==> src/verilog/psc_pkg.sv <==
package psc_pkg;
  // configuration offsets, byte addresses within one function's space
  localparam logic [7:0] PSC_OFF_CMD = 8'h04;
  localparam logic [7:0] PSC_OFF_STATUS = 8'h06;
  localparam logic [7:0] PSC_OFF_CLASS = 8'h08;

  // sticky flag vector: index of each flag
  localparam int PSC_NFLAG = 6;
  localparam int PSC_FLG_MASTER_DATA_PARITY_FLAG = 0;
  localparam int PSC_FLG_SIGNALLED_TARGET_ABORT_FLAG = 1;
  localparam int PSC_FLG_RECEIVED_TARGET_ABORT_FLAG = 2;
  localparam int PSC_FLG_MABT = 3;
  localparam int PSC_FLG_SYSERR = 4;
  localparam int PSC_FLG_PARERR = 5;
  localparam logic [5:0] PSC_FLAG_RST = 6'h00;

  // status register field positions
  localparam int PSC_ST_PARERR_BIT = 15;
  localparam int PSC_ST_SIGNALLED_TARGET_ABORT_FLAG_BIT = 11;
  localparam int PSC_ST_DEVSEL_LSB = 9;
  localparam int PSC_ST_MASTER_DATA_PARITY_FLAG_BIT = 8;
  localparam logic [1:0] PSC_DEVSEL_MEDIUM = 2'h1;
  localparam logic [7:0] PSC_ST_LOW_BYTE = 8'h10; // fbb 0, udf 0, 66m 0, cap list 1

  // command register: the two enables kept here
  localparam int PSC_CMD_PERR_EN_BIT = 6;
  localparam int PSC_CMD_SERR_EN_BIT = 8;
  localparam logic PSC_EN_RST = 1'h0;

  // class code and revision
  localparam logic [7:0] PSC_CLASS_BASE = 8'h06;
  localparam logic [7:0] PSC_CLASS_SUB = 8'h07;
  localparam logic [7:0] PSC_CLASS_PROGIF = 8'h00;
  localparam logic [7:0] PSC_REVISION = 8'h3C; // arbitrary value

  localparam int PSC_NFUNC = 2;
  localparam logic [31:0] PSC_RDATA_RST = 32'h0000_0000;

  typedef logic [PSC_NFLAG-1:0] psc_flags_t;
endpackage : psc_pkg

==> src/verilog/psc_stat_if.sv <==
`timescale 1ns/100ps
interface psc_stat_if;
  import psc_pkg::*;
  psc_flags_t set_evt;
  psc_flags_t clr;
  psc_flags_t flags;
  modport bank (input set_evt, input clr, output flags);
  modport ctl (output set_evt, output clr, input flags);
endinterface : psc_stat_if

==> src/verilog/psc_flag_bank.sv <==
`timescale 1ns/100ps
module psc_flag_bank (
  input wire logic clk,
  input wire logic rst_n,
  psc_stat_if.bank st
);
  import psc_pkg::*;

  psc_flags_t flags_q;

  // one sticky flag per bit; the set term is tested first so a
  // clear in the same edge can never swallow an error event
  for (genvar i = 0; i < PSC_NFLAG; i++) begin : g_flag
    always_ff @(posedge clk) begin
      if (!rst_n) begin
        flags_q[i] <= PSC_FLAG_RST[i];
      end else if (st.set_evt[i]) begin
        flags_q[i] <= 1'b1;
      end else if (st.clr[i]) begin
        flags_q[i] <= 1'b0;
      end
    end
  end

  assign st.flags = flags_q;

  AST_SET_WINS: assert property (@(posedge clk) disable iff (!rst_n)
    (st.set_evt != '0) |=> ((flags_q & $past(st.set_evt)) == $past(st.set_evt)))
    else $error("set event lost against clear");
endmodule : psc_flag_bank

==> src/verilog/psc_cfg_regs.sv <==
`timescale 1ns/100ps
// Behaviour
// - detected address or data parity sets bit 15
// - enabled system error signalled sets bit 14
// - own master cycle master-aborted sets bit 13
// - own master cycle target-aborted sets bit 12
// - target abort issued as target sets 11
// - writing one clears bits 15-11 and 8
// - bits 10-9 read 01b, medium decode
// - bit 8 needs perr, mastership, response enabled
// - bit 7 reads zero, no fast b2b
// - bit 6 reads zero, no user features
// - bit 5 reads zero, 33 MHz only
// - bit 4 reads one, capability list present
// - bits 3-0 reserved, read zero
// - class reads bridge 06h, subclass 07h, progif 0
// - low class byte holds read-only revision
// - class register at 08h in both functions
// - writing zero leaves a status bit unchanged
// - command bit 6 enables parity response, default off
// - command bit 8 enables system error, default off
module psc_cfg_regs (
  input wire logic clk,
  input wire logic rst_n,
  // configuration access from the bus target engine
  input wire logic cfg_req,
  input wire logic cfg_wr,
  input wire logic cfg_func,
  input wire logic [7:0] cfg_addr,
  input wire logic [3:0] cfg_be,
  input wire logic [31:0] cfg_wdata,
  output logic cfg_ack,
  output logic [31:0] cfg_rdata,
  // error events from the master and target engines
  input wire logic addr_detected_parity_flag,
  input wire logic data_detected_parity_flag,
  input wire logic serr_signalled,
  input wire logic master_abort,
  input wire logic target_abort_rcvd,
  input wire logic target_abort_sent,
  input wire logic perr_seen,
  input wire logic master_this_phase,
  // enables as seen by the bus engines
  output logic perr_resp_en,
  output logic serr_drv_en
);
  import psc_pkg::*;

  psc_stat_if st ();

  logic [PSC_NFUNC-1:0] perr_en_q;
  logic [PSC_NFUNC-1:0] perr_en_d;
  logic [PSC_NFUNC-1:0] serr_en_q;
  logic [PSC_NFUNC-1:0] serr_en_d;
  logic perr_any_q;
  logic serr_any_q;
  logic ack_q;
  logic [31:0] rdata_q;
  logic [31:0] rdata_d;
  logic [5:0] dw_sel;
  logic wr_cmd;
  logic [15:0] status_word;
  logic [15:0] cmd_word;
  logic [31:0] class_word;
  psc_flags_t set_d;
  psc_flags_t clr_d;

  // dword decode; the status half-word lives in the upper lanes of 04h
  assign dw_sel = cfg_addr[7:2];
  assign wr_cmd = cfg_req && cfg_wr && (dw_sel == PSC_OFF_CMD[7:2]);

  // sticky flag bank, shared by both functions
  psc_flag_bank u_flags (
    .clk (clk),
    .rst_n (rst_n),
    .st (st.bank)
  );

  // hardware set terms; enables are wired OR across the two functions
  always_comb begin
    set_d = '0;
    set_d[PSC_FLG_PARERR] = addr_detected_parity_flag || data_detected_parity_flag;
    set_d[PSC_FLG_SYSERR] = serr_signalled && serr_any_q;
    set_d[PSC_FLG_MABT] = master_abort;
    set_d[PSC_FLG_RECEIVED_TARGET_ABORT_FLAG] = target_abort_rcvd;
    set_d[PSC_FLG_SIGNALLED_TARGET_ABORT_FLAG] = target_abort_sent;
    set_d[PSC_FLG_MASTER_DATA_PARITY_FLAG] = perr_seen && master_this_phase && perr_any_q;
  end

  // write-one-to-clear; all six flags sit in byte lane 3 of dword 04h
  always_comb begin
    clr_d = '0;
    if (wr_cmd && cfg_be[3]) begin
      clr_d[PSC_FLG_PARERR] = cfg_wdata[16 + PSC_ST_PARERR_BIT];
      clr_d[PSC_FLG_SYSERR] = cfg_wdata[16 + PSC_ST_PARERR_BIT - 1];
      clr_d[PSC_FLG_MABT] = cfg_wdata[16 + PSC_ST_PARERR_BIT - 2];
      clr_d[PSC_FLG_RECEIVED_TARGET_ABORT_FLAG] = cfg_wdata[16 + PSC_ST_PARERR_BIT - 3];
      clr_d[PSC_FLG_SIGNALLED_TARGET_ABORT_FLAG] = cfg_wdata[16 + PSC_ST_SIGNALLED_TARGET_ABORT_FLAG_BIT];
      clr_d[PSC_FLG_MASTER_DATA_PARITY_FLAG] = cfg_wdata[16 + PSC_ST_MASTER_DATA_PARITY_FLAG_BIT];
    end
  end

  assign st.set_evt = set_d;
  assign st.clr = clr_d;

  // per-function command enables; lane 0 holds bit 6, lane 1 bit 8
  always_comb begin
    perr_en_d = perr_en_q;
    serr_en_d = serr_en_q;
    if (wr_cmd && cfg_be[0]) begin
      perr_en_d[cfg_func] = cfg_wdata[PSC_CMD_PERR_EN_BIT];
    end
    if (wr_cmd && cfg_be[1]) begin
      serr_en_d[cfg_func] = cfg_wdata[PSC_CMD_SERR_EN_BIT];
    end
  end

  // enables default off after reset
  always_ff @(posedge clk) begin
    if (!rst_n) begin
      perr_en_q <= {PSC_NFUNC{PSC_EN_RST}};
      serr_en_q <= {PSC_NFUNC{PSC_EN_RST}};
    end else begin
      perr_en_q <= perr_en_d;
      serr_en_q <= serr_en_d;
    end
  end

  // registered OR so the engine-facing outputs come from flops
  always_ff @(posedge clk) begin
    if (!rst_n) begin
      perr_any_q <= PSC_EN_RST;
      serr_any_q <= PSC_EN_RST;
    end else begin
      perr_any_q <= |perr_en_d;
      serr_any_q <= |serr_en_d;
    end
  end

  // read views; every hardwired bit is fixed here, not stored
  always_comb begin
    status_word = {st.flags[PSC_FLG_PARERR], st.flags[PSC_FLG_SYSERR],
                   st.flags[PSC_FLG_MABT], st.flags[PSC_FLG_RECEIVED_TARGET_ABORT_FLAG],
                   st.flags[PSC_FLG_SIGNALLED_TARGET_ABORT_FLAG], PSC_DEVSEL_MEDIUM,
                   st.flags[PSC_FLG_MASTER_DATA_PARITY_FLAG],
                   PSC_ST_LOW_BYTE};
    cmd_word = '0;
    cmd_word[PSC_CMD_PERR_EN_BIT] = perr_en_q[cfg_func];
    cmd_word[PSC_CMD_SERR_EN_BIT] = serr_en_q[cfg_func];
    class_word = {PSC_CLASS_BASE, PSC_CLASS_SUB, PSC_CLASS_PROGIF,
                  PSC_REVISION};
  end

  // read mux; function number is ignored for the class dword
  always_comb begin
    rdata_d = '0;
    if (dw_sel == PSC_OFF_CMD[7:2]) begin
      rdata_d = {status_word, cmd_word};
    end else if (dw_sel == PSC_OFF_CLASS[7:2]) begin
      rdata_d = class_word;
    end
  end

  // every request answers one cycle later; unmapped dwords read zero
  // and writes to them are dropped, so no access can hang the bus
  always_ff @(posedge clk) begin
    if (!rst_n) begin
      ack_q <= 1'b0;
      rdata_q <= PSC_RDATA_RST;
    end else begin
      ack_q <= cfg_req;
      if (cfg_req && !cfg_wr) begin
        rdata_q <= rdata_d;
      end
    end
  end

  assign cfg_ack = ack_q;
  assign cfg_rdata = rdata_q;
  assign perr_resp_en = perr_any_q;
  assign serr_drv_en = serr_any_q;

  // ------------------------------------------------------------------
  // checks on the flag bank and the read views

  AST_PARERR_SET: assert property (@(posedge clk) disable iff (!rst_n)
    (addr_detected_parity_flag || data_detected_parity_flag) |=> st.flags[PSC_FLG_PARERR])
    else $error("parity error did not set detected parity flag");

  AST_SYSERR_SET: assert property (@(posedge clk) disable iff (!rst_n)
    (serr_signalled && serr_drv_en) |=> st.flags[PSC_FLG_SYSERR])
    else $error("signalled system error flag not set");

  AST_SYSERR_GATE: assert property (@(posedge clk) disable iff (!rst_n)
    $rose(st.flags[PSC_FLG_SYSERR]) |-> $past(serr_signalled && serr_drv_en))
    else $error("system error flag set without enable");

  AST_MABT_SET: assert property (@(posedge clk) disable iff (!rst_n)
    master_abort |=> st.flags[PSC_FLG_MABT])
    else $error("master abort flag not set");

  AST_RECEIVED_TARGET_ABORT_FLAG_SET: assert property (@(posedge clk) disable iff (!rst_n)
    target_abort_rcvd |=> st.flags[PSC_FLG_RECEIVED_TARGET_ABORT_FLAG])
    else $error("received target abort flag not set");

  AST_SIGNALLED_TARGET_ABORT_FLAG_SET: assert property (@(posedge clk) disable iff (!rst_n)
    target_abort_sent |=> st.flags[PSC_FLG_SIGNALLED_TARGET_ABORT_FLAG])
    else $error("signalled target abort flag not set");

  AST_W1C: assert property (@(posedge clk) disable iff (!rst_n)
    (wr_cmd && cfg_be[3] && cfg_wdata[16 + PSC_ST_SIGNALLED_TARGET_ABORT_FLAG_BIT] && !target_abort_sent)
    |=> !st.flags[PSC_FLG_SIGNALLED_TARGET_ABORT_FLAG])
    else $error("write one did not clear target abort flag");

  AST_MASTER_DATA_PARITY_FLAG_GATE: assert property (@(posedge clk) disable iff (!rst_n)
    $rose(st.flags[PSC_FLG_MASTER_DATA_PARITY_FLAG])
    |-> $past(perr_seen && master_this_phase && perr_resp_en))
    else $error("data parity flag set without all three conditions");

  AST_ZERO_KEEPS: assert property (@(posedge clk) disable iff (!rst_n)
    (wr_cmd && cfg_be[3] && !cfg_wdata[16 + PSC_ST_PARERR_BIT] && !addr_detected_parity_flag
     && !data_detected_parity_flag) |=> $stable(st.flags[PSC_FLG_PARERR]))
    else $error("writing zero changed detected parity flag");

  AST_STATUS_FIXED: assert property (@(posedge clk) disable iff (!rst_n)
    (cfg_req && !cfg_wr && dw_sel == PSC_OFF_CMD[7:2])
    |=> cfg_ack && cfg_rdata[26:16] == {PSC_DEVSEL_MEDIUM, $past(st.flags[PSC_FLG_MASTER_DATA_PARITY_FLAG]),
                                        PSC_ST_LOW_BYTE})
    else $error("hardwired status bits read wrong");

  AST_CLASS_READ: assert property (@(posedge clk) disable iff (!rst_n)
    (cfg_req && !cfg_wr && dw_sel == PSC_OFF_CLASS[7:2])
    |=> cfg_rdata == {PSC_CLASS_BASE, PSC_CLASS_SUB, PSC_CLASS_PROGIF, PSC_REVISION})
    else $error("class and revision read wrong");

  AST_CLASS_RO: assert property (@(posedge clk) disable iff (!rst_n)
    (cfg_req && cfg_wr && dw_sel == PSC_OFF_CLASS[7:2]) ##2
    (cfg_req && !cfg_wr && dw_sel == PSC_OFF_CLASS[7:2])
    |=> cfg_rdata[7:0] == PSC_REVISION)
    else $error("revision changed by a write");

  AST_EN_DEFAULT: assert property (@(posedge clk) disable iff (!rst_n)
    $past(!rst_n) |-> !perr_resp_en && !serr_drv_en)
    else $error("enables not off after reset");

  AST_PERR_EN_WRITE: assert property (@(posedge clk) disable iff (!rst_n)
    (wr_cmd && cfg_be[0] && cfg_wdata[PSC_CMD_PERR_EN_BIT]) ##1 !(wr_cmd && cfg_be[0])
    |-> perr_resp_en [*2])
    else $error("parity response enable not taken");

  AST_ACK: assert property (@(posedge clk) disable iff (!rst_n)
    cfg_req |=> cfg_ack)
    else $error("configuration access not answered");

  // answers and read data only move when a request asks for it; a stray
  // acknowledge would let the host pair an answer with the wrong access
  AST_ACK_ONLY_REQ: assert property (@(posedge clk) disable iff (!rst_n)
    !cfg_req |=> !cfg_ack)
    else $error("acknowledge without a request");

  AST_RDATA_HOLD: assert property (@(posedge clk) disable iff (!rst_n)
    (!cfg_req || cfg_wr) |=> $stable(cfg_rdata))
    else $error("read data moved without a read");

  AST_UNMAPPED_ZERO: assert property (@(posedge clk) disable iff (!rst_n)
    (cfg_req && !cfg_wr && dw_sel != PSC_OFF_CMD[7:2] && dw_sel != PSC_OFF_CLASS[7:2])
    |=> cfg_rdata == '0)
    else $error("unmapped dword did not read zero");

  // the command half shows only this function's two enables
  AST_CMD_VIEW: assert property (@(posedge clk) disable iff (!rst_n)
    (cfg_req && !cfg_wr && dw_sel == PSC_OFF_CMD[7:2])
    |=> cfg_rdata[15:0] == {7'h00, $past(serr_en_q[cfg_func]), 1'h0,
      $past(perr_en_q[cfg_func]), 6'h00})
    else $error("command half read wrong");

  // the engine-facing enables are the wired OR of both functions
  AST_PERR_OR: assert property (@(posedge clk) disable iff (!rst_n)
    perr_resp_en == |perr_en_q)
    else $error("parity response enable is not the OR of both functions");

  AST_SERR_OR: assert property (@(posedge clk) disable iff (!rst_n)
    serr_drv_en == |serr_en_q)
    else $error("system error enable is not the OR of both functions");

  AST_SERR_EN_WRITE: assert property (@(posedge clk) disable iff (!rst_n)
    (wr_cmd && cfg_be[1] && cfg_wdata[PSC_CMD_SERR_EN_BIT]) ##1 !(wr_cmd && cfg_be[1])
    |-> serr_drv_en [*2])
    else $error("system error enable not taken");

  // a gated flag stays down while its enable is off
  AST_SYSERR_BLOCKED: assert property (@(posedge clk) disable iff (!rst_n)
    (!serr_drv_en && !st.flags[PSC_FLG_SYSERR]) |=> !st.flags[PSC_FLG_SYSERR])
    else $error("system error flag set while the driver was off");

  AST_MASTER_DATA_PARITY_FLAG_SET: assert property (@(posedge clk) disable iff (!rst_n)
    (perr_seen && master_this_phase && perr_resp_en) |=> st.flags[PSC_FLG_MASTER_DATA_PARITY_FLAG])
    else $error("data parity flag not set");

  AST_MASTER_DATA_PARITY_FLAG_BLOCKED: assert property (@(posedge clk) disable iff (!rst_n)
    (!perr_resp_en && !st.flags[PSC_FLG_MASTER_DATA_PARITY_FLAG]) |=> !st.flags[PSC_FLG_MASTER_DATA_PARITY_FLAG])
    else $error("data parity flag set while parity response was off");

  // a write to the class dword must touch neither flags nor enables
  AST_CLASS_NO_WRITE: assert property (@(posedge clk) disable iff (!rst_n)
    (cfg_req && cfg_wr && dw_sel == PSC_OFF_CLASS[7:2] && set_d == '0)
    |=> $stable(st.flags) && $stable(perr_resp_en) && $stable(serr_drv_en))
    else $error("class dword write changed other state");

  // per-flag clear rules; the status bit of each flag is worked out here
  // rather than copied from the clear decode, so a lane slip shows up
  for (genvar f = 0; f < PSC_NFLAG; f++) begin : g_flag_chk
    localparam int SBIT = (f == PSC_FLG_MASTER_DATA_PARITY_FLAG) ? PSC_ST_MASTER_DATA_PARITY_FLAG_BIT :
      PSC_ST_SIGNALLED_TARGET_ABORT_FLAG_BIT + f - PSC_FLG_SIGNALLED_TARGET_ABORT_FLAG;

    AST_W1C_EACH: assert property (@(posedge clk) disable iff (!rst_n)
      (wr_cmd && cfg_be[3] && cfg_wdata[16 + SBIT] && !set_d[f]) |=> !st.flags[f])
      else $error("write one did not clear a status flag");

    AST_ZERO_KEEPS_EACH: assert property (@(posedge clk) disable iff (!rst_n)
      (wr_cmd && cfg_be[3] && !cfg_wdata[16 + SBIT] && !set_d[f]) |=> $stable(st.flags[f]))
      else $error("writing zero changed a status flag");

    // an error landing on the clearing write must still be seen afterwards
    AST_SET_EACH: assert property (@(posedge clk) disable iff (!rst_n)
      (set_d[f] && wr_cmd && cfg_be[3] && cfg_wdata[16 + SBIT]) |=> st.flags[f])
      else $error("hardware set lost against a write-one clear");
  end

  // scenarios worth seeing at least once
  COV_W1C_CLEAR: cover property (@(posedge clk) disable iff (!rst_n)
    st.flags[PSC_FLG_PARERR] ##1 !st.flags[PSC_FLG_PARERR]);

  COV_SET_AND_CLEAR: cover property (@(posedge clk) disable iff (!rst_n)
    set_d[PSC_FLG_MABT] && clr_d[PSC_FLG_MABT]);

  COV_MASTER_DATA_PARITY_FLAG: cover property (@(posedge clk) disable iff (!rst_n)
    $rose(st.flags[PSC_FLG_MASTER_DATA_PARITY_FLAG]));

  COV_CLASS_FUNC1: cover property (@(posedge clk) disable iff (!rst_n)
    cfg_req && !cfg_wr && cfg_func && dw_sel == PSC_OFF_CLASS[7:2]);

  COV_SYSERR_SET: cover property (@(posedge clk) disable iff (!rst_n)
    $rose(st.flags[PSC_FLG_SYSERR]));
endmodule : psc_cfg_regs

==> config.mk <==
export PLATFORM = sky130hd
export DESIGN_NAME = psc_cfg_regs
export DESIGN_NICKNAME = d
export VERILOG_FILES = /design/src/verilog/psc_pkg.sv /design/src/verilog/psc_stat_if.sv /design/src/verilog/psc_flag_bank.sv /design/src/verilog/psc_cfg_regs.sv
export SDC_FILE = /design/constraint.sdc
export NUM_CORES = 1
export LEC_CHECK = 0
export BUFFER_PORTS_ARGS = -buffer_cell sky130_fd_sc_hd__buf_2
export CORE_MARGIN = 2
export CORE_UTILIZATION = 43
export CTS_CLUSTER_SIZE = 25
export DETAILED_ROUTE_END_ITERATION = 12
export PLACE_DENSITY = 0.86
export SLEW_MARGIN = 20
export SYNTH_ARGS = -nofsm -noshare
export SYNTH_HDL_FRONTEND = slang
export SYNTH_SLANG_ARGS = --single-unit
==> constraint.sdc <==
create_clock -name clk -period 3.31 [get_ports clk]
set_input_delay 0.4965 -clock clk [delete_from_list [all_inputs] [get_ports clk]]
set_output_delay 0.4965 -clock clk [all_outputs]
set_load 0.05 [all_outputs]
==> flow_metrics.tcl <==
set metrics [dict create \
    netlist_area_um2 1260 \
    drt.antenna.violating_nets 0 \
    antenna_found_initial 0 \
    crit_path_start_kind "primary input" \
    synthFlopType "dfxtp_1" \
    portBuffers 50 \
    vdd_drop_max_mv 0.373 \
    dp_slack_ns 1.45 \
    finalPower_w 0.000590 \
    vias 1012 \
    ys_warn_count 0 \
    grt_start_max_net_pins 27 \
    htreeDepth 1 \
    synth-edff-count 0 \
    grt_pass1_vias 851 \
    fin_crit_sh_pct 46.9 \
    synth_commonest_cells "24 x dfxtp_1, 21 x buf_4, 19 x nand2_1" \
    fp.coreArea_um2 2780 \
    globalplace.congestion 0.719 \
    initial_utilization_pct 45.5 \
    ys_ff_latch 24 \
    cts_tree "built" \
    synthArstFlopShare_pct 0 \
    avgSynthCellArea_um2 9.23 \
    synth_area_leaders "dfxtp_1 38%, buf_4 12%, nand2_1 5.6%, a21boi_2 5.3%, nand3_1 5.1%" \
    maxSlewViolCount 0 \
    grt_first_pass_wirelength_mm 3.53 \
    wl_per_cell_um 11.1 \
    insertion_delay_ns 0.30 \
    grt_usage_pct 13.0 \
    seq_area_frac_synth_pct 38.0 \
    antenna_cells 0 \
    drc 0 \
    finalCriticalPeriod_ns 1.55 \
    first_pass_iters 6 \
    rsz0062_at_grt "no" \
    cts_hold_buffers 0 \
    rr_endpoint "perr_resp_en" \
    finalWirelength_mm 2.31 \
    setup_viol_count_final 0 \
    drive_gt1_share_pct 36.9 \
    hold_start "master_abort" \
    post_drt_via_cell_ratio 4.89 \
    dp_hpwl_mm 1.78 \
    p_leak_nw 0.672 \
    clockBufferDepth 2 \
    yosysMostFrequentCell "dfxtp_1" \
    max_freq_mhz 644 \
    worstPathRequired_ns 3.56 \
    fin_setup_tns_ns 0 \
    hold_path_end "u_flags.st.flags[3]" \
    fillerInstances 274 \
    powerDensity_nw_per_um2 409 \
    worstSetupEndpointType "flop" \
    path_clk_slew_ns 0.14 \
    die_y_um 58.2 \
    setup_slack_ns 1.76 \
    synth_cells 137 \
    synth.distinct_cells 31 \
    rows 19 \
    fin_worst_skew_ns 0.00119 \
    post_cts_buffers 0 \
    placed_area_um2 1390 \
    ios 92 \
    final_area_um2 1440 \
    regToRegSetupSlack_ns 2.42 \
    yosysTopAreaCellShare_pct 38.0 \
    worstSetupStartpoint "cfg_addr[7]" \
    clock-sinks 24 \
    hold_path.class "in2reg" \
    final-hold-violation-count 0 \
    status "finished clean" \
    cts_resized 0 \
    dieWidth_um 58.2 \
    r2r_cells 2 \
    cts-buffers-inserted 3 \
    area_growth_pct 13.9 \
    drv_cap 0 \
    nets 234 \
    critPathMaxFanout 9 \
    yosysTopAreaCell "dfxtp_1" \
    critPathKind "in2reg" \
    cts-root-buf "clkbuf_4" \
    dieArea_um2 3390 \
    r2r_start "perr_en_q[1]" \
    drt_iter0_drc 15 \
    grt-ovfl-total 0 \
    min_path_cells 2 \
    cp.arrival_ns 1.80 \
]
## cells by family after synthesis
family	share of synthesized area, %
buffers and inverters	17.5
multiplexers	3.17
AO/OA/AOI/OAI	21.1
AND/OR/NAND/NOR	19.3
XOR/XNOR	0.693
other	0.296
flip-flops	38.0
## cell type report
type | count | area (um2) | share of cell area (%)
Inverter | 2 | 7.51 | 0.521
Timing Repair Buffer | 50 | 250 | 17.4
Clock inverter | 1 | 30.0 | 2.08
Tap cell | 31 | 38.8 | 2.69
Multi-Input combinational cell | 96 | 612 | 42.4
Clock buffer | 3 | 22.5 | 1.56
Sequential cell | 24 | 480 | 33.3
## cell usage in the layout, fill, tap and decap left out, types with 2 or more instances in the layout
master	n
dfxtp_1	24
nand3_1	13
o211ai_1	2
clkbuf_4	3
nand2_1	19
o21a_1	4
a21boi_2	6
a21boi_0	6
o31ai_1	2
nand2b_1	3
a21oi_1	2
o21ai_0	2
buf_2	50
mux2i_1	4
inv_1	2
a21boi_1	5
conb_1	14
o41ai_1	2
## registers in the layout, summed over array words and instances, names as in the netlist
| register | count |
|---|---|
| perr_resp_en | 1 |
| u_flags.st.flags | 6 |
| perr_en_q | 2 |
| serr_en_q | 2 |
| cfg_ack | 1 |
| serr_drv_en | 1 |
| cfg_rdata | 11 |
## power breakdown
group	internal [W]	switching, W
Clock	0.000122	0.0000863
Sequential	0.000293	0.00000184
Combinational	0.0000238	0.0000622
Total	0.000439	0.000150
## per-stage QoR
step	util [%]	cells	hold slack [ns]
2_1_floorplan	-	150	0.439
3_3_place_gp	49.9	203	0.439
3_5_place_dp	49.9	203	0.442
4_1_cts	51.8	207	0.383
5_1_grt	51.8	207	0.378
6_report	51.8	207	0.381
## routing by layer
metal	share of wire, %	global-route usage [%]
met1	43	16.5
met3	7.6	2.23
met4	1.2	4.98
met5	0	0
met2	48	22.1
## worst max-delay path by stage
stage,slack [ns],cells past startpoint,endpoint
finish,1.76,5,cfg_rdata[30]
global route,1.64,5,serr_drv_en
CTS,1.77,5,cfg_rdata[30]
detailed placement,1.45,5,cfg_rdata[30]
global placement,1.49,5,cfg_rdata[30]
floorplan,1.78,1,cfg_rdata[16]
## critical path, stage by stage
cell	delay [ns]
buf_2	0.11
nor4_4	0.44
and3b_1	0.45
nand3_1	0.15
a21boi_2	0.15
No activity file was read; power rests on OpenSTA's default activity.
